--- src/rtl/pfc_pkg.sv ---
package pfc_pkg;

  // register byte offsets
  localparam logic [7:0] PFC_CFG_ONE_OFS  = 8'h00;
  localparam logic [7:0] PFC_CFG_TWO_OFS  = 8'h04;
  localparam logic [7:0] PFC_OUT_DATA_OFS = 8'h08;
  localparam logic [7:0] PFC_PLL_CTL_OFS  = 8'h0c;
  localparam logic [7:0] PFC_IRQ_EN_OFS   = 8'h10;
  localparam logic [7:0] PFC_PIN_READ_OFS = 8'h14;

  // port_config_cmd_one fields
  localparam int PFC_PULL_EN_BIT = 0;
  localparam int PFC_SER_SEL_LSB = 1;
  localparam int PFC_SER_DIR_LSB = 4;
  localparam int PFC_CFG_ONE_W   = 16;
  // port_config_cmd_two fields
  localparam int PFC_DIR_B_LSB      = 0;
  localparam int PFC_DIR_C_LSB      = 4;
  localparam int PFC_DIR_D_LSB      = 8;
  localparam int PFC_OD_SCK2_BIT    = 12;
  localparam int PFC_OD_SO2_BIT     = 13;
  localparam int PFC_SUB_PUMP_BIT   = 14;
  localparam int PFC_SECOND_PMP_BIT = 15;
  localparam int PFC_CFG_TWO_W      = 16;
  // pll control fields
  localparam int PFC_CW1_LSB    = 0;
  localparam int PFC_PLL_RUN_BIT = 2;
  localparam int PFC_BACKUP_BIT  = 3;
  localparam int PFC_PLL_CTL_W   = 4;
  localparam int PFC_IRQ_EN_W    = 2;

  // pad layout: four pins per port, ports b, c, d, serial 0, 1, 2
  localparam int PFC_PINS_PER_PORT = 4;
  localparam int PFC_NUM_PORTS     = 6;
  localparam int PFC_PAD_W         = 24;
  localparam int PFC_PORT_B        = 0;
  localparam int PFC_PORT_C        = 1;
  localparam int PFC_PORT_D        = 2;
  localparam int PFC_PORT_SER0     = 3;
  localparam int PFC_SER_CH        = 3;
  localparam int PFC_OD_CH         = 2;
  localparam int PFC_LT_W          = 4;
  localparam int PFC_SYNC_W        = 30;

  // reset values: all inputs, general purpose, pll stopped
  localparam logic [15:0] PFC_CFG_ONE_RST  = 16'h0000;
  localparam logic [15:0] PFC_CFG_TWO_RST  = 16'h0000;
  localparam logic [23:0] PFC_OUT_DATA_RST = 24'h000000;
  localparam logic [3:0]  PFC_PLL_CTL_RST  = 4'h0;
  localparam logic [1:0]  PFC_IRQ_EN_RST   = 2'h0;

  typedef struct packed {
    logic        psel;
    logic        penable;
    logic        pwrite;
    logic [7:0]  paddr;
    logic [31:0] pwdata;
  } pfc_apb_req_type;

  typedef struct packed {
    logic [31:0] prdata;
    logic        pready;
    logic        pslverr;
  } pfc_apb_rsp_type;

  typedef struct packed {
    logic [23:0] out;
    logic [23:0] oeN;
  } pfc_pad_type;

endpackage

--- src/rtl/pfc_port_pin_ctrl.sv ---
`timescale 1ns/100ps
// port pin and shared function control with apb register access
module pfc_port_pin_ctrl
  import pfc_pkg::*;
(
  input  wire logic            ref_clk,
  input  wire logic            rstn,
  input  wire pfc_apb_req_type apbReq,
  output pfc_apb_rsp_type      apbRsp,
  input  wire logic [23:0]     padIn,
  output pfc_pad_type          padDrv,
  input  wire logic [3:0]      lowThreshIn,
  output logic                 lowThreshPullEn,
  input  wire logic [2:0]      serSckOut,
  input  wire logic [2:0]      serSckDrive,
  input  wire logic [2:0]      serDataOut,
  output logic      [2:0]      serSckIn,
  output logic      [2:0]      serDataIn,
  output logic      [1:0]      extIrqPin,
  input  wire logic            pllDivHigh,
  input  wire logic            pllDivLow,
  input  wire logic            pll2DivHigh,
  input  wire logic            pll2DivLow,
  output logic                 mainPumpOutA,
  output logic                 mainPumpOeNA,
  output logic                 mainPumpOutB,
  output logic                 mainPumpOeNB,
  input  wire logic            subPumpIn,
  output logic                 subPumpOut,
  output logic                 subPumpOeN,
  input  wire logic            secondPumpIn,
  output logic                 secondPumpOut,
  output logic                 secondPumpOeN,
  output logic                 fmOscInEn,
  output logic                 amOscInEn,
  output logic                 amBandMwLw,
  output logic                 pllRun,
  output logic                 backupMode
);

  // block state apart from the reset release flops in one record
  typedef struct packed {
    logic [15:0]     cfgOne;
    logic [15:0]     cfgTwo;
    logic [23:0]     outData;
    logic [3:0]      pllCtl;
    logic [1:0]      irqEn;
    pfc_apb_rsp_type rsp;
    pfc_pad_type     pad;
    logic [2:0]      sckIn;
    logic [2:0]      dataIn;
    logic [1:0]      irqPin;
    logic            fmEn;
    logic            amEn;
    logic            amBand;
    logic            pullEn;
  } pfc_state_type;

  // reset record: general-purpose inputs, pads and pumps floating
  localparam pfc_state_type ST_RST = '{
    cfgOne:  PFC_CFG_ONE_RST,
    cfgTwo:  PFC_CFG_TWO_RST,
    outData: PFC_OUT_DATA_RST,
    pllCtl:  PFC_PLL_CTL_RST,
    irqEn:   PFC_IRQ_EN_RST,
    rsp:     '0,
    pad:     '{out: '0, oeN: '1},
    sckIn:   '0,
    dataIn:  '0,
    irqPin:  '0,
    fmEn:    1'b0,
    amEn:    1'b0,
    amBand:  1'b0,
    pullEn:  1'b0
  };

  // reset release, synchronised pins and mode decodes
  logic [1:0]      rstSync_r;
  logic            rstnSync;
  pfc_state_type   st_r;
  pfc_state_type   st_nxt;
  logic [29:0]     syncIn;
  logic [29:0]     syncOut;
  logic [23:0]     padSync;
  logic [3:0]      ltSync;
  logic            subSync;
  logic            secondSync;
  logic            bk;
  logic            pumpEn;

  // reset release through two flops
  always_ff @(posedge ref_clk or negedge rstn) begin
    if (!rstn) begin
      rstSync_r <= 2'b00;
    end else begin
      rstSync_r <= {rstSync_r[0], 1'b1};
    end
  end
  // the rest of the block resets from this copy
  assign rstnSync = rstSync_r[1];

  // all pin inputs through the synchroniser
  assign syncIn = {secondPumpIn, subPumpIn, lowThreshIn, padIn};

  pfc_pin_sync #(
    .W (PFC_SYNC_W)
  ) u_sync (
    .clk  (ref_clk),
    .rstn (rstnSync),
    .d    (syncIn),
    .q    (syncOut)
  );

  // split the synchronised bundle back into its groups
  assign padSync    = syncOut[23:0];
  assign ltSync     = syncOut[27:24];
  assign subSync    = syncOut[28];
  assign secondSync = syncOut[29];

  // mode decodes from the pll control register
  assign bk     = st_r.pllCtl[PFC_BACKUP_BIT];
  assign pumpEn = st_r.pllCtl[PFC_PLL_RUN_BIT] && !bk;

  // true for any of the six register offsets
  function automatic logic isMapped(input logic [7:0] a);
    isMapped = (a == PFC_CFG_ONE_OFS) || (a == PFC_CFG_TWO_OFS) ||
               (a == PFC_OUT_DATA_OFS) || (a == PFC_PLL_CTL_OFS) ||
               (a == PFC_IRQ_EN_OFS) || (a == PFC_PIN_READ_OFS);
  endfunction

  // pad driver: open drain pulls low only, push-pull drives the value
  function automatic logic [1:0] padDrive(input logic val, input logic en, input logic od);
    if (od) begin
      padDrive = {1'b0, !(en && !val)};
    end else begin
      padDrive = {val, !en};
    end
  endfunction

  // pad bit of a pin within its port
  function automatic int padIdx(input int port, input int pin);
    padIdx = port * PFC_PINS_PER_PORT + pin;
  endfunction

  // next state: bus slave, pad control, shared function routing
  always_comb begin
    int          port;
    int          pin;
    int          ch;
    logic        dir;
    logic        val;
    logic        drive;
    logic        od;
    logic [31:0] rdata;
    // loop scratch, cleared so nothing latches
    port  = 0;
    pin   = 0;
    ch    = 0;
    dir   = 1'b0;
    val   = 1'b0;
    drive = 1'b0;
    od    = 1'b0;
    rdata = 32'h00000000;
    // every register holds unless written
    st_nxt = st_r;

    // read mux
    unique case (apbReq.paddr)
      PFC_CFG_ONE_OFS:  rdata = {16'h0000, st_r.cfgOne};
      PFC_CFG_TWO_OFS:  rdata = {16'h0000, st_r.cfgTwo};
      PFC_OUT_DATA_OFS: rdata = {8'h00, st_r.outData};
      PFC_PLL_CTL_OFS:  rdata = {28'h0000000, st_r.pllCtl};
      PFC_IRQ_EN_OFS:   rdata = {30'h0, st_r.irqEn};
      PFC_PIN_READ_OFS: begin
        if (!bk) begin
          rdata[23:0]  = padSync;
          rdata[27:24] = ltSync;
          rdata[28]    = subSync && !st_r.cfgTwo[PFC_SUB_PUMP_BIT];
          rdata[29]    = secondSync && !st_r.cfgTwo[PFC_SECOND_PMP_BIT];
        end
      end
      default:          rdata = 32'h00000000;
    endcase

    // apb: answer with pready in the first access cycle
    st_nxt.rsp.pready  = 1'b0;
    st_nxt.rsp.pslverr = 1'b0;
    if (apbReq.psel && !apbReq.penable) begin
      st_nxt.rsp.pready  = 1'b1;
      st_nxt.rsp.prdata  = apbReq.pwrite ? 32'h00000000 : rdata;
      st_nxt.rsp.pslverr = !isMapped(apbReq.paddr);
    end
    // a write lands at the access edge while ready stands
    if (apbReq.psel && apbReq.penable && st_r.rsp.pready && apbReq.pwrite) begin
      unique case (apbReq.paddr)
        PFC_CFG_ONE_OFS:  st_nxt.cfgOne  = apbReq.pwdata[15:0];
        PFC_CFG_TWO_OFS:  st_nxt.cfgTwo  = apbReq.pwdata[15:0];
        PFC_OUT_DATA_OFS: st_nxt.outData = apbReq.pwdata[23:0];
        PFC_PLL_CTL_OFS:  st_nxt.pllCtl  = apbReq.pwdata[3:0];
        PFC_IRQ_EN_OFS:   st_nxt.irqEn   = apbReq.pwdata[1:0];
        default:          st_nxt.cfgOne  = st_r.cfgOne;
      endcase
    end

    // pad drive per pin
    for (int i = 0; i < PFC_PAD_W; i++) begin
      // locate the pin and its serial channel
      port = i / PFC_PINS_PER_PORT;
      pin  = i % PFC_PINS_PER_PORT;
      ch   = port - PFC_PORT_SER0;
      val  = st_r.outData[i];
      od   = 1'b0;
      // direction bit from the owning config register
      if (port == PFC_PORT_B) begin
        dir = st_r.cfgTwo[PFC_DIR_B_LSB + pin];
      end else if (port == PFC_PORT_C) begin
        dir = st_r.cfgTwo[PFC_DIR_C_LSB + pin];
        od  = 1'b1;
      end else if (port == PFC_PORT_D) begin
        dir = st_r.cfgTwo[PFC_DIR_D_LSB + pin];
      end else begin
        dir = st_r.cfgOne[PFC_SER_DIR_LSB + PFC_PINS_PER_PORT * ch + pin];
      end
      drive = dir;
      // serial function takes pins 1 to 3, pin 0 stays general purpose
      if (port >= PFC_PORT_SER0 && st_r.cfgOne[PFC_SER_SEL_LSB + ch]) begin
        unique case (pin)
          1: begin
            val   = serSckOut[ch];
            drive = serSckDrive[ch];
          end
          2: begin
            val   = serDataOut[ch];
            drive = 1'b1;
          end
          3: drive = 1'b0;
          default: drive = dir;
        endcase
      end
      // channel 2 clock and data out may be made open drain
      if (ch == PFC_OD_CH && pin == 1) begin
        od = st_r.cfgTwo[PFC_OD_SCK2_BIT];
      end
      if (ch == PFC_OD_CH && pin == 2) begin
        od = st_r.cfgTwo[PFC_OD_SO2_BIT];
      end
      // backup mode floats every pad
      {st_nxt.pad.out[i], st_nxt.pad.oeN[i]} = padDrive(val, drive && !bk, od);
    end

    // serial inputs back to the channels, zero in backup
    for (int k = 0; k < PFC_SER_CH; k++) begin
      st_nxt.sckIn[k]  = padSync[padIdx(PFC_PORT_SER0 + k, 1)] && !bk;
      st_nxt.dataIn[k] = padSync[padIdx(PFC_PORT_SER0 + k, 3)] && !bk;
    end

    // external interrupt pins gated by their enables
    // software turns the pin to input first; backup reads low
    for (int k = 0; k < PFC_IRQ_EN_W; k++) begin
      st_nxt.irqPin[k] = st_r.irqEn[k] && !bk &&
                         padSync[padIdx(PFC_PORT_D, k)];
    end

    // oscillator input selection
    st_nxt.fmEn   = pumpEn && !st_r.pllCtl[PFC_CW1_LSB + 1];
    st_nxt.amEn   = pumpEn && st_r.pllCtl[PFC_CW1_LSB + 1];
    st_nxt.amBand = st_r.pllCtl[PFC_CW1_LSB];

    // one pull-down enable shared by all four low-threshold pins
    st_nxt.pullEn = st_r.cfgOne[PFC_PULL_EN_BIT];
  end

  // state register, reset gives all-input general purpose pins
  always_ff @(posedge ref_clk or negedge rstnSync) begin
    if (!rstnSync) begin
      st_r <= ST_RST;
    end else begin
      st_r <= st_nxt;
    end
  end

  // charge pump drivers
  pfc_pump_drive u_pump_a (
    .clk     (ref_clk),
    .rstn    (rstnSync),
    .enable  (pumpEn),
    .divHigh (pllDivHigh),
    .divLow  (pllDivLow),
    .invert  (1'b0),
    .pumpOut (mainPumpOutA),
    .pumpOeN (mainPumpOeNA)
  );

  // second main pump pin, same comparator and enable
  pfc_pump_drive u_pump_b (
    .clk     (ref_clk),
    .rstn    (rstnSync),
    .enable  (pumpEn),
    .divHigh (pllDivHigh),
    .divLow  (pllDivLow),
    .invert  (1'b0),
    .pumpOut (mainPumpOutB),
    .pumpOeN (mainPumpOeNB)
  );

  // sub pump shares the main comparator, drives only when selected
  pfc_pump_drive u_pump_sub (
    .clk     (ref_clk),
    .rstn    (rstnSync),
    .enable  (pumpEn && st_r.cfgTwo[PFC_SUB_PUMP_BIT]),
    .divHigh (pllDivHigh),
    .divLow  (pllDivLow),
    .invert  (1'b0),
    .pumpOut (subPumpOut),
    .pumpOeN (subPumpOeN)
  );

  // second pll pump, inverted polarity, drives only when selected
  pfc_pump_drive u_pump_second (
    .clk     (ref_clk),
    .rstn    (rstnSync),
    .enable  (pumpEn && st_r.cfgTwo[PFC_SECOND_PMP_BIT]),
    .divHigh (pll2DivHigh),
    .divLow  (pll2DivLow),
    .invert  (1'b1),
    .pumpOut (secondPumpOut),
    .pumpOeN (secondPumpOeN)
  );

  // outputs straight from the state register
  assign apbRsp          = st_r.rsp;
  assign padDrv          = st_r.pad;
  assign lowThreshPullEn = st_r.pullEn;
  assign serSckIn        = st_r.sckIn;
  assign serDataIn       = st_r.dataIn;
  assign extIrqPin       = st_r.irqPin;
  assign fmOscInEn       = st_r.fmEn;
  assign amOscInEn       = st_r.amEn;
  assign amBandMwLw      = st_r.amBand;
  // pll control bits seen outside
  assign pllRun          = st_r.pllCtl[PFC_PLL_RUN_BIT];
  assign backupMode      = st_r.pllCtl[PFC_BACKUP_BIT];

endmodule // pfc_port_pin_ctrl

--- src/rtl/pfc_pin_sync.sv ---
`timescale 1ns/100ps
// three-stage synchroniser; the output moves only when stages two and three agree
module pfc_pin_sync #(
  parameter int W = 1
) (
  input  wire logic         clk,
  input  wire logic         rstn,
  input  wire logic [W-1:0] d,
  output logic      [W-1:0] q
);

  typedef struct packed {
    logic [W-1:0] s1;
    logic [W-1:0] s2;
    logic [W-1:0] s3;
    logic [W-1:0] q;
  } pfc_sync_type;

  pfc_sync_type st_r;
  pfc_sync_type st_nxt;

  // shift and filter
  always_comb begin
    st_nxt    = st_r;
    st_nxt.s1 = d;
    st_nxt.s2 = st_r.s1;
    st_nxt.s3 = st_r.s2;
    for (int i = 0; i < W; i++) begin
      if (st_r.s2[i] == st_r.s3[i]) begin
        st_nxt.q[i] = st_r.s3[i];
      end
    end
  end

  // state register
  always_ff @(posedge clk or negedge rstn) begin
    if (!rstn) begin
      st_r <= '0;
    end else begin
      st_r <= st_nxt;
    end
  end

  assign q = st_r.q;

endmodule // pfc_pin_sync

--- src/rtl/pfc_pump_drive.sv ---
`timescale 1ns/100ps
// three-state charge pump pin driver, registered
module pfc_pump_drive (
  input  wire logic clk,
  input  wire logic rstn,
  input  wire logic enable,
  input  wire logic divHigh,
  input  wire logic divLow,
  input  wire logic invert,
  output logic      pumpOut,
  output logic      pumpOeN
);

  typedef struct packed {
    logic out;
    logic oeN;
  } pfc_pump_type;

  pfc_pump_type st_r;
  pfc_pump_type st_nxt;

  // drive only on a mismatch, float on match or when disabled
  always_comb begin
    st_nxt.out = invert ? divLow : divHigh;
    st_nxt.oeN = !(enable && (divHigh != divLow));
  end

  // state register
  always_ff @(posedge clk or negedge rstn) begin
    if (!rstn) begin
      st_r <= '{out: 1'b0, oeN: 1'b1};
    end else begin
      st_r <= st_nxt;
    end
  end

  assign pumpOut = st_r.out;
  assign pumpOeN = st_r.oeN;

endmodule // pfc_pump_drive

--- config.mk ---
export PLATFORM = sky130hd
export DESIGN_NAME = pfc_port_pin_ctrl
export DESIGN_NICKNAME = d
export VERILOG_FILES = /design/src/rtl/pfc_pkg.sv /design/src/rtl/pfc_port_pin_ctrl.sv /design/src/rtl/pfc_pin_sync.sv /design/src/rtl/pfc_pump_drive.sv
export SDC_FILE = /design/constraint.sdc
export NUM_CORES = 1
export LEC_CHECK = 0
export ABC_CLOCK_PERIOD_IN_PS = 10200
export BUFFER_PORTS_ARGS = -buffer_cell sky130_fd_sc_hd__buf_4
export CORE_MARGIN = 2
export CORE_UTILIZATION = 55
export CTS_BUF_LIST = sky130_fd_sc_hd__clkbuf_16
export CTS_CLUSTER_SIZE = 30
export DETAILED_ROUTE_END_ITERATION = 7
export GPL_TIMING_DRIVEN = 0
export PLACE_DENSITY = 0.79
export SKIP_LAST_GASP = 1
export SYNTH_ARGS = -nofsm -noshare
export SYNTH_HDL_FRONTEND = slang
export SYNTH_SLANG_ARGS = --single-unit
--- constraint.sdc ---
create_clock -name ref_clk -period 10.2 [get_ports ref_clk]
set_input_delay 0.51 -clock ref_clk [delete_from_list [all_inputs] [get_ports ref_clk]]
set_output_delay 0.51 -clock ref_clk [all_outputs]
set_load 0.01 [all_outputs]
==> results.json, run 1 <==
{
  "p_per_area_mw_per_mm2": 176,
  "share_of_layout_cells_above_drive_strength_1_pct": 46.8,
  "hold_ws_ns": 0.0916,
  "cts_setup_buffers": 0,
  "cpPeakStageDelay_ns": 0.84,
  "synth_cells": 690,
  "io_buffers": 176,
  "maximum_number_of_pins_on_one_net_before_global_route_repair": 74,
  "number_of_antenna_violations_at_the_first_check_in_global_routing": 1,
  "final_min_period_over_clock_period_pct": 22.2,
  "die_h_um": 140,
  "worst_slew_margin_rel_pct": 30.0,
  "ctsHtreeMaxLevel": 1,
  "final_nets": 993,
  "setup.worst_path.end_class": "flip-flop",
  "leakage_nw": 6.31,
  "cell_taking_the_most_area_after_synthesis": "sky130_fd_sc_hd__dfrtp_1",
  "final_cell_mix": "sky130_fd_sc_hd__buf_4 (271), sky130_fd_sc_hd__dfrtp_1 (249), sky130_fd_sc_hd__mux2_2 (52), sky130_fd_sc_hd__maj3_1 (30)",
  "synth_area_mm2": 0.0102,
  "tritoncts": "yes",
  "drtAntennaViolNets": 0,
  "detailedRoute.firstPassIterationCount": 4,
  "outcome": "finished clean",
  "cp.required_ns": 10.64,
  "cp_slowest_cell": "sky130_fd_sc_hd__nor3_1",
  "post-dp-hpwl_um": 15000,
  "grt_residual_overflow": 0,
  "detail_route.vias_per_cell": 5.14,
  "count_of_final_max_slew_check_failures": 0,
  "final_wtd_congestion": 0.829,
  "mostFrequentLayoutCell": "sky130_fd_sc_hd__buf_4",
  "hold_viol": 0,
  "final_area_mm2": 0.0129,
  "power.ir.vdd_worst_uv": 132,
  "post-layout-total-power_w": 0.00226,
  "finalClockSkew_ns": 0.00818,
  "drt_drc_violations_left": 0,
  "final.min_clock_period_ns": 2.26,
  "average_cell_area_after_synthesis_um2": 14.8,
  "critical_path_arrival_ns": 2.70,
  "netlist_top_cells_area": "sky130_fd_sc_hd__dfrtp_1 (61%), sky130_fd_sc_hd__buf_4 (7.0%), sky130_fd_sc_hd__dfstp_2 (6.9%)",
  "worstSetupPathType": "flip-flop to flip-flop",
  "io_pins": 192,
  "design.core.area_mm2": 0.0181,
  "max_cap_viol_count": 0,
  "timing.critical_path.cells": "clkbuf_1 > nand4bb_1 > nor3_1 > a22oi_1 > o21ai_0",
  "post_layout_nonfiller_instances": 1155,
  "post_synth_fa_ha_maj_area_fraction_pct": 2.94,
  "design.die.area_mm2": 0.0197,
  "die_width_um": 140,
  "tritoncts.num_buffers": 27,
  "synth-compound-area-share_pct": 4.61,
  "cts.reportedPaths.clkPinSlew_ns": 0.06,
  "tightest_slew_ns": 1.04,
  "worst_setup_path_start_kind": "flip-flop",
  "finalWirelength_um": 21200,
  "layout-area-overhead-vs-synth_pct": 25.9,
  "fmaxAchievable_mhz": 442,
  "synth_edf_count": 0,
  "synth.yosys.seq_area_share_pct": 68.1,
  "placementRows": 49,
  "largest_family_of_logic_cells_by_synthesized_area": "multiplexers",
  "synth.distinct_cells": 45,
  "place.detailed.instances": 1104,
  "floorplan.initialDensity_pct": 56.5,
  "finish.utilization_pct": 71.2,
  "number_of_storage_elements_in_the_synthesis_netlist": 277,
  "yosys_most_used_dff": "sky130_fd_sc_hd__dfrtp_1",
  "muxShareOfSynthArea_pct": 10.6,
  "cts-root-to-sink-buffers": 3,
  "synth_simple_gate_area_share_pct": 5.29,
  "root_buffer": "sky130_fd_sc_hd__clkbuf_16",
  "wl_per_cell_um": 18.4,
  "yosysWarningCount": 0,
  "synth-xor-area-share_pct": 0.171,
  "min-delay-path-class": "input pin to flip-flop",
  "insertion_delay_ns": 0.53,
  "num_vias": 5933,
  "yosys_top_cell_area_share_pct": 61.2,
  "track_usage_pct": 22.0,
  "rsz_0062_raised_after_global_routing": "false",
  "vias_in_the_first_global_route": 6280,
  "setup_viol_count_final": 0,
  "grt_first_pass_wirelength_um": 33800,
  "clock_sinks": 277,
  "worstPathMaxFanout": 10,
  "drtIter0Drc": 380,
  "ys_async_sr_fraction_pct": 100,
  "dpl_cell_area_mm2": 0.0120
}
## layer usage
layer / share of wire, % / track usage (%) / vias up / wire [µm]
li1: - / - / 2692 / -
met4: 3.2 / 8.29 / 0 / 670
met5: 0 / 0 / - / 0
met2: 51 / 37.4 / 212 / 10800
met1: 40 / 28.0 / 2979 / 8440
met3: 6.4 / 4.79 / 50 / 1360
## path summary, 6_finish.rpt
kind                                    from                 to  slack (ns)  depth (start not counted)
worst min register to register  rstSync_r[1]  u_sync.st_nxt[65]        0.26                          0
min in group asynchronous       rstSync_r[1]  u_sync.st_nxt[65]        0.26                          0
max in group asynchronous       rstSync_r[1]         padDrv[11]        8.87                          2
worst max register to register    backupMode         apbRsp[22]        7.94                          5
worst min-delay path               padIn[17]  u_sync.st_nxt[77]        0.09                          1
worst max-delay path              backupMode         apbRsp[22]        7.94                          5
## Yosys cell counts, types with 3 or more instances
cell type                    n
sky130_fd_sc_hd__nand2_1    19
sky130_fd_sc_hd__a22o_1      4
sky130_fd_sc_hd__buf_6       3
sky130_fd_sc_hd__nor3_1      4
sky130_fd_sc_hd__nor2_1     23
sky130_fd_sc_hd__a21oi_1    12
sky130_fd_sc_hd__buf_2       5
sky130_fd_sc_hd__dfstp_2    27
sky130_fd_sc_hd__dfrtp_1   250
sky130_fd_sc_hd__mux2i_1    15
sky130_fd_sc_hd__nand3_1     4
sky130_fd_sc_hd__o21ai_0    20
sky130_fd_sc_hd__inv_1       3
sky130_fd_sc_hd__nand2b_1   12
sky130_fd_sc_hd__or2_2       3
sky130_fd_sc_hd__mux2_4     20
sky130_fd_sc_hd__maj3_1     30
sky130_fd_sc_hd__nor2b_1    14
sky130_fd_sc_hd__clkbuf_1   15
sky130_fd_sc_hd__mux2_2     52
sky130_fd_sc_hd__a22oi_1    24
sky130_fd_sc_hd__buf_4      95
## through the flow
| step | setup WS, ns | TNS, ns |
|---|---|---|
| after detailed placement | 7.77 | 0 |
| after floorplan | 1.96 | 0 |
| after global placement | -0.659 | -157.92 |
| after global routing | 7.68 | 0 |
| final | 7.94 | 0 |
| after CTS | 7.95 | 0 |
## state kept, by name (all words and copies together), names as in the netlist, 2 cells and up
signal	cells
u_sync.st_nxt	60
padDrv	44
st_r	44
apbRsp	32
u_sync.q	30
u_sync.st_r	30
st_nxt	16
serDataIn	3
serSckIn	3
extIrqPin	2
rstSync_r	2
## report_power, final
part,leakage [nW],switching [W],internal (W),total (W)
logic,2.38,0.0000496,0.0000509,0.000101
clock network,0.458,0.000400,0.000605,0.00101
registers,3.47,0.0000210,0.00114,0.00116
total,6.31,0.000471,0.00179,0.00226
## critical path: cells and delay by family, from the launching register on
| kind | cells | cell delay, ns |
|---|---|---|
| simple gates | 2 | 1.16 |
| buf+inv | 1 | 0.27 |
| flops | 1 | 0.38 |
| compound gates | 2 | 0.37 |
## cells by family after synthesis
logic type	after synthesis
DFF	277
other	2
AOI/OAI and AO/OA	71
and+or+nand+nor	97
xor gates and xnor gates	2
buffers and inverters	122
muxes	89
adders and majority gates	30
## cell type report
type / instances / area [µm²]
Sequential cell: 277 / 6970
Antenna cell: 1 / 2.50
Timing Repair Buffer: 181 / 1440
Clock buffer: 27 / 676
Tap cell: 229 / 287
Inverter: 3 / 11.3
Buffer: 119 / 832
Clock inverter: 22 / 225
Fill cell: 1212 / 5200
Multi-Input combinational cell: 296 / 2440
## what timing repair did
action,in CTS,in global routing
resized for setup,0,0
hold endpoints to repair,2,0
hold buffers,1,0
No activity file was read; power rests on OpenSTA's default activity.
==> run 2: changes to the inputs <==
Settings changed: ABC_CLOCK_PERIOD_IN_PS 10200 to 1900, CORE_UTILIZATION 55 to 50, PLACE_DENSITY 0.79 to 0.76.
Clock period 10.2 ns to 1.9 ns, I/O delays scaled along.
==> run 2 against run 1 <==
Against the previous run: power rose to 5.1 times the previous value; combinational power increased to 6.6 times the previous value; count of clock-buffer cells in the layout stayed put; clock power increased to 4.6 times the previous value; largest power group unchanged.
==> results.json, run 2 (synthesized netlist as in run 1, its figures left out) <==
{
  "power.ir.vdd_worst_uv": 803,
  "die_width_um": 147,
  "hold_viol": 0,
  "rsz_0062_raised_after_global_routing": "false",
  "tritoncts": "yes",
  "worst_setup_timing_slack_at_the_placement_stage_ns": -0.393,
  "wl_per_cell_um": 17.2,
  "finish.utilization_pct": 67.4,
  "max_cap_viol_count": 0,
  "cts-root-to-sink-buffers": 3,
  "setup_viol_count_final": 0,
  "insertion_delay_ns": 0.53,
  "worst_setup_path_start_kind": "input pin",
  "hold_ws_ns": 0.0170,
  "die_h_um": 147,
  "num_vias": 6154,
  "final.min_clock_period_ns": 1.85,
  "critical_path_arrival_ns": 2.26,
  "cp.required_ns": 2.31,
  "final_cell_mix": "sky130_fd_sc_hd__buf_4 (270), sky130_fd_sc_hd__dfrtp_1 (249), sky130_fd_sc_hd__dlygate4sd3_1 (74), sky130_fd_sc_hd__mux2_2 (52), sky130_fd_sc_hd__maj3_1 (30)",
  "min-delay-path-class": "input pin to flip-flop",
  "io_buffers": 176,
  "vias_in_the_first_global_route": 6475,
  "reg2reg_setup_slack_ns": 0.13,
  "grt_first_pass_wirelength_um": 34900,
  "detailedRoute.firstPassIterationCount": 4,
  "maximum_number_of_pins_on_one_net_before_global_route_repair": 66,
  "whs_endpoint": "apbRsp[3]",
  "tightest_slew_ns": 0.746,
  "p_per_area_mw_per_mm2": 851,
  "worst_slew_margin_rel_pct": 50.3,
  "drtIter0Drc": 334,
  "final_nets": 1066,
  "rr_worst_depth": 6,
  "design.die.area_mm2": 0.0216,
  "post_layout_nonfiller_instances": 1269,
  "finalClockSkew_ns": 0.00989,
  "final.setup.worst_slack_ns": 0.0481,
  "fmaxAchievable_mhz": 540,
  "finalWirelength_um": 21900,
  "final_wtd_congestion": 0.827,
  "tritoncts.num_buffers": 27,
  "mostFrequentLayoutCell": "sky130_fd_sc_hd__buf_4",
  "whs_path_depth": 4,
  "layout-area-overhead-vs-synth_pct": 32.9,
  "track_usage_pct": 20.6,
  "io_pins": 192,
  "share_of_layout_cells_above_drive_strength_1_pct": 43.1,
  "placementRows": 52,
  "detail_route.vias_per_cell": 4.85,
  "outcome": "finished clean",
  "root_buffer": "sky130_fd_sc_hd__clkbuf_16",
  "post-dp-hpwl_um": 14800,
  "worstPathMaxFanout": 10,
  "reg2reg_from": "apbRsp[1]",
  "number_of_antenna_violations_at_the_first_check_in_global_routing": 0,
  "clock_sinks": 277,
  "leakage_nw": 6.60,
  "ctsHtreeMaxLevel": 1,
  "design.core.area_mm2": 0.0202,
  "cts.reportedPaths.clkPinSlew_ns": 0.06,
  "setup.worst_path.end_class": "flip-flop",
  "drtAntennaViolNets": 0,
  "hold_path_startpoint": "apbReq[32]",
  "final_min_period_over_clock_period_pct": 97.5,
  "floorplan.initialDensity_pct": 50.7,
  "final.setup.tns_ns": 0,
  "largest_register_ff_count": 60,
  "antenna_cells": 0,
  "place.detailed.instances": 1145,
  "grt_residual_overflow": 0,
  "timing.rr.end": "st_nxt[55]",
  "drt_drc_violations_left": 0,
  "count_of_final_max_slew_check_failures": 0,
  "worstSetupPathType": "input pin to flip-flop"
}
run 2: layout make-up:
type / instances / area (µm²)
Sequential cell: 277 / 6970
Fill cell: 1453 / 6580
Multi-Input combinational cell: 296 / 2470
Timing Repair Buffer: 255 / 2180
Buffer: 118 / 848
Clock buffer: 27 / 676
Tap cell: 270 / 338
Clock inverter: 23 / 95.1
Inverter: 3 / 11.3
run 2: what timing repair did:
item | 4_1_cts | 5_1_grt
hold endpoints to repair | 110 | 0
setup buffers | 0 | 1
hold buffers | 74 | 0
pin swaps | 0 | 1
resized for setup | 6 | 6
endpoints found under the setup margin | 38 | 47
run 2: through the flow:
stage,power (W),area [µm²]
finish,0.0116,13600
CTS,0.0117,13600
global placement,0.00681,11900
global route,0.0120,13600
detailed placement,0.00686,12000
floorplan,0.00654,10200
run 2: worst max-delay path by stage:
stage	end	startpoint	depth (start not counted)	slack [ns]
3_3_place_gp	st_r[148]	rstSync_r[1]	0	-1.75
5_1_grt	apbRsp[0]	apbReq[37]	6	0.01
2_1_floorplan	amBandMwLw	rstSync_r[1]	0	-0.85
4_1_cts	apbRsp[22]	backupMode	5	-0.05
6_report	st_nxt[55]	apbReq[37]	8	0.05
3_5_place_dp	apbRsp[22]	backupMode	5	-0.39
run 2: per-layer routing:
metal	routed length, µm	global-route usage [%]	vias up
li1	-	-	2856
met1	9260	27.5	3075
met2	10800	34.6	176
met3	1210	4.07	47
met4	567	5.96	0
met5	0	0	-
run 2: report_power, final:
part | total, W | internal (W) | switching, W
logic | 0.000670 | 0.000372 | 0.000298
clock network | 0.00469 | 0.00256 | 0.00213
registers | 0.00621 | 0.00610 | 0.000108
total | 0.0116 | 0.00903 | 0.00253
run 2: worst max-delay path, stage by stage:
cell and delay [ns]:
sky130_fd_sc_hd__dlygate4sd3_1 0.56, sky130_fd_sc_hd__buf_4 0.15, sky130_fd_sc_hd__or2_2 0.34, sky130_fd_sc_hd__nor3_2 0.23, sky130_fd_sc_hd__and2_1 0.15, sky130_fd_sc_hd__clkbuf_4 0.20
sky130_fd_sc_hd__buf_8 0.19, sky130_fd_sc_hd__mux2_2 0.35
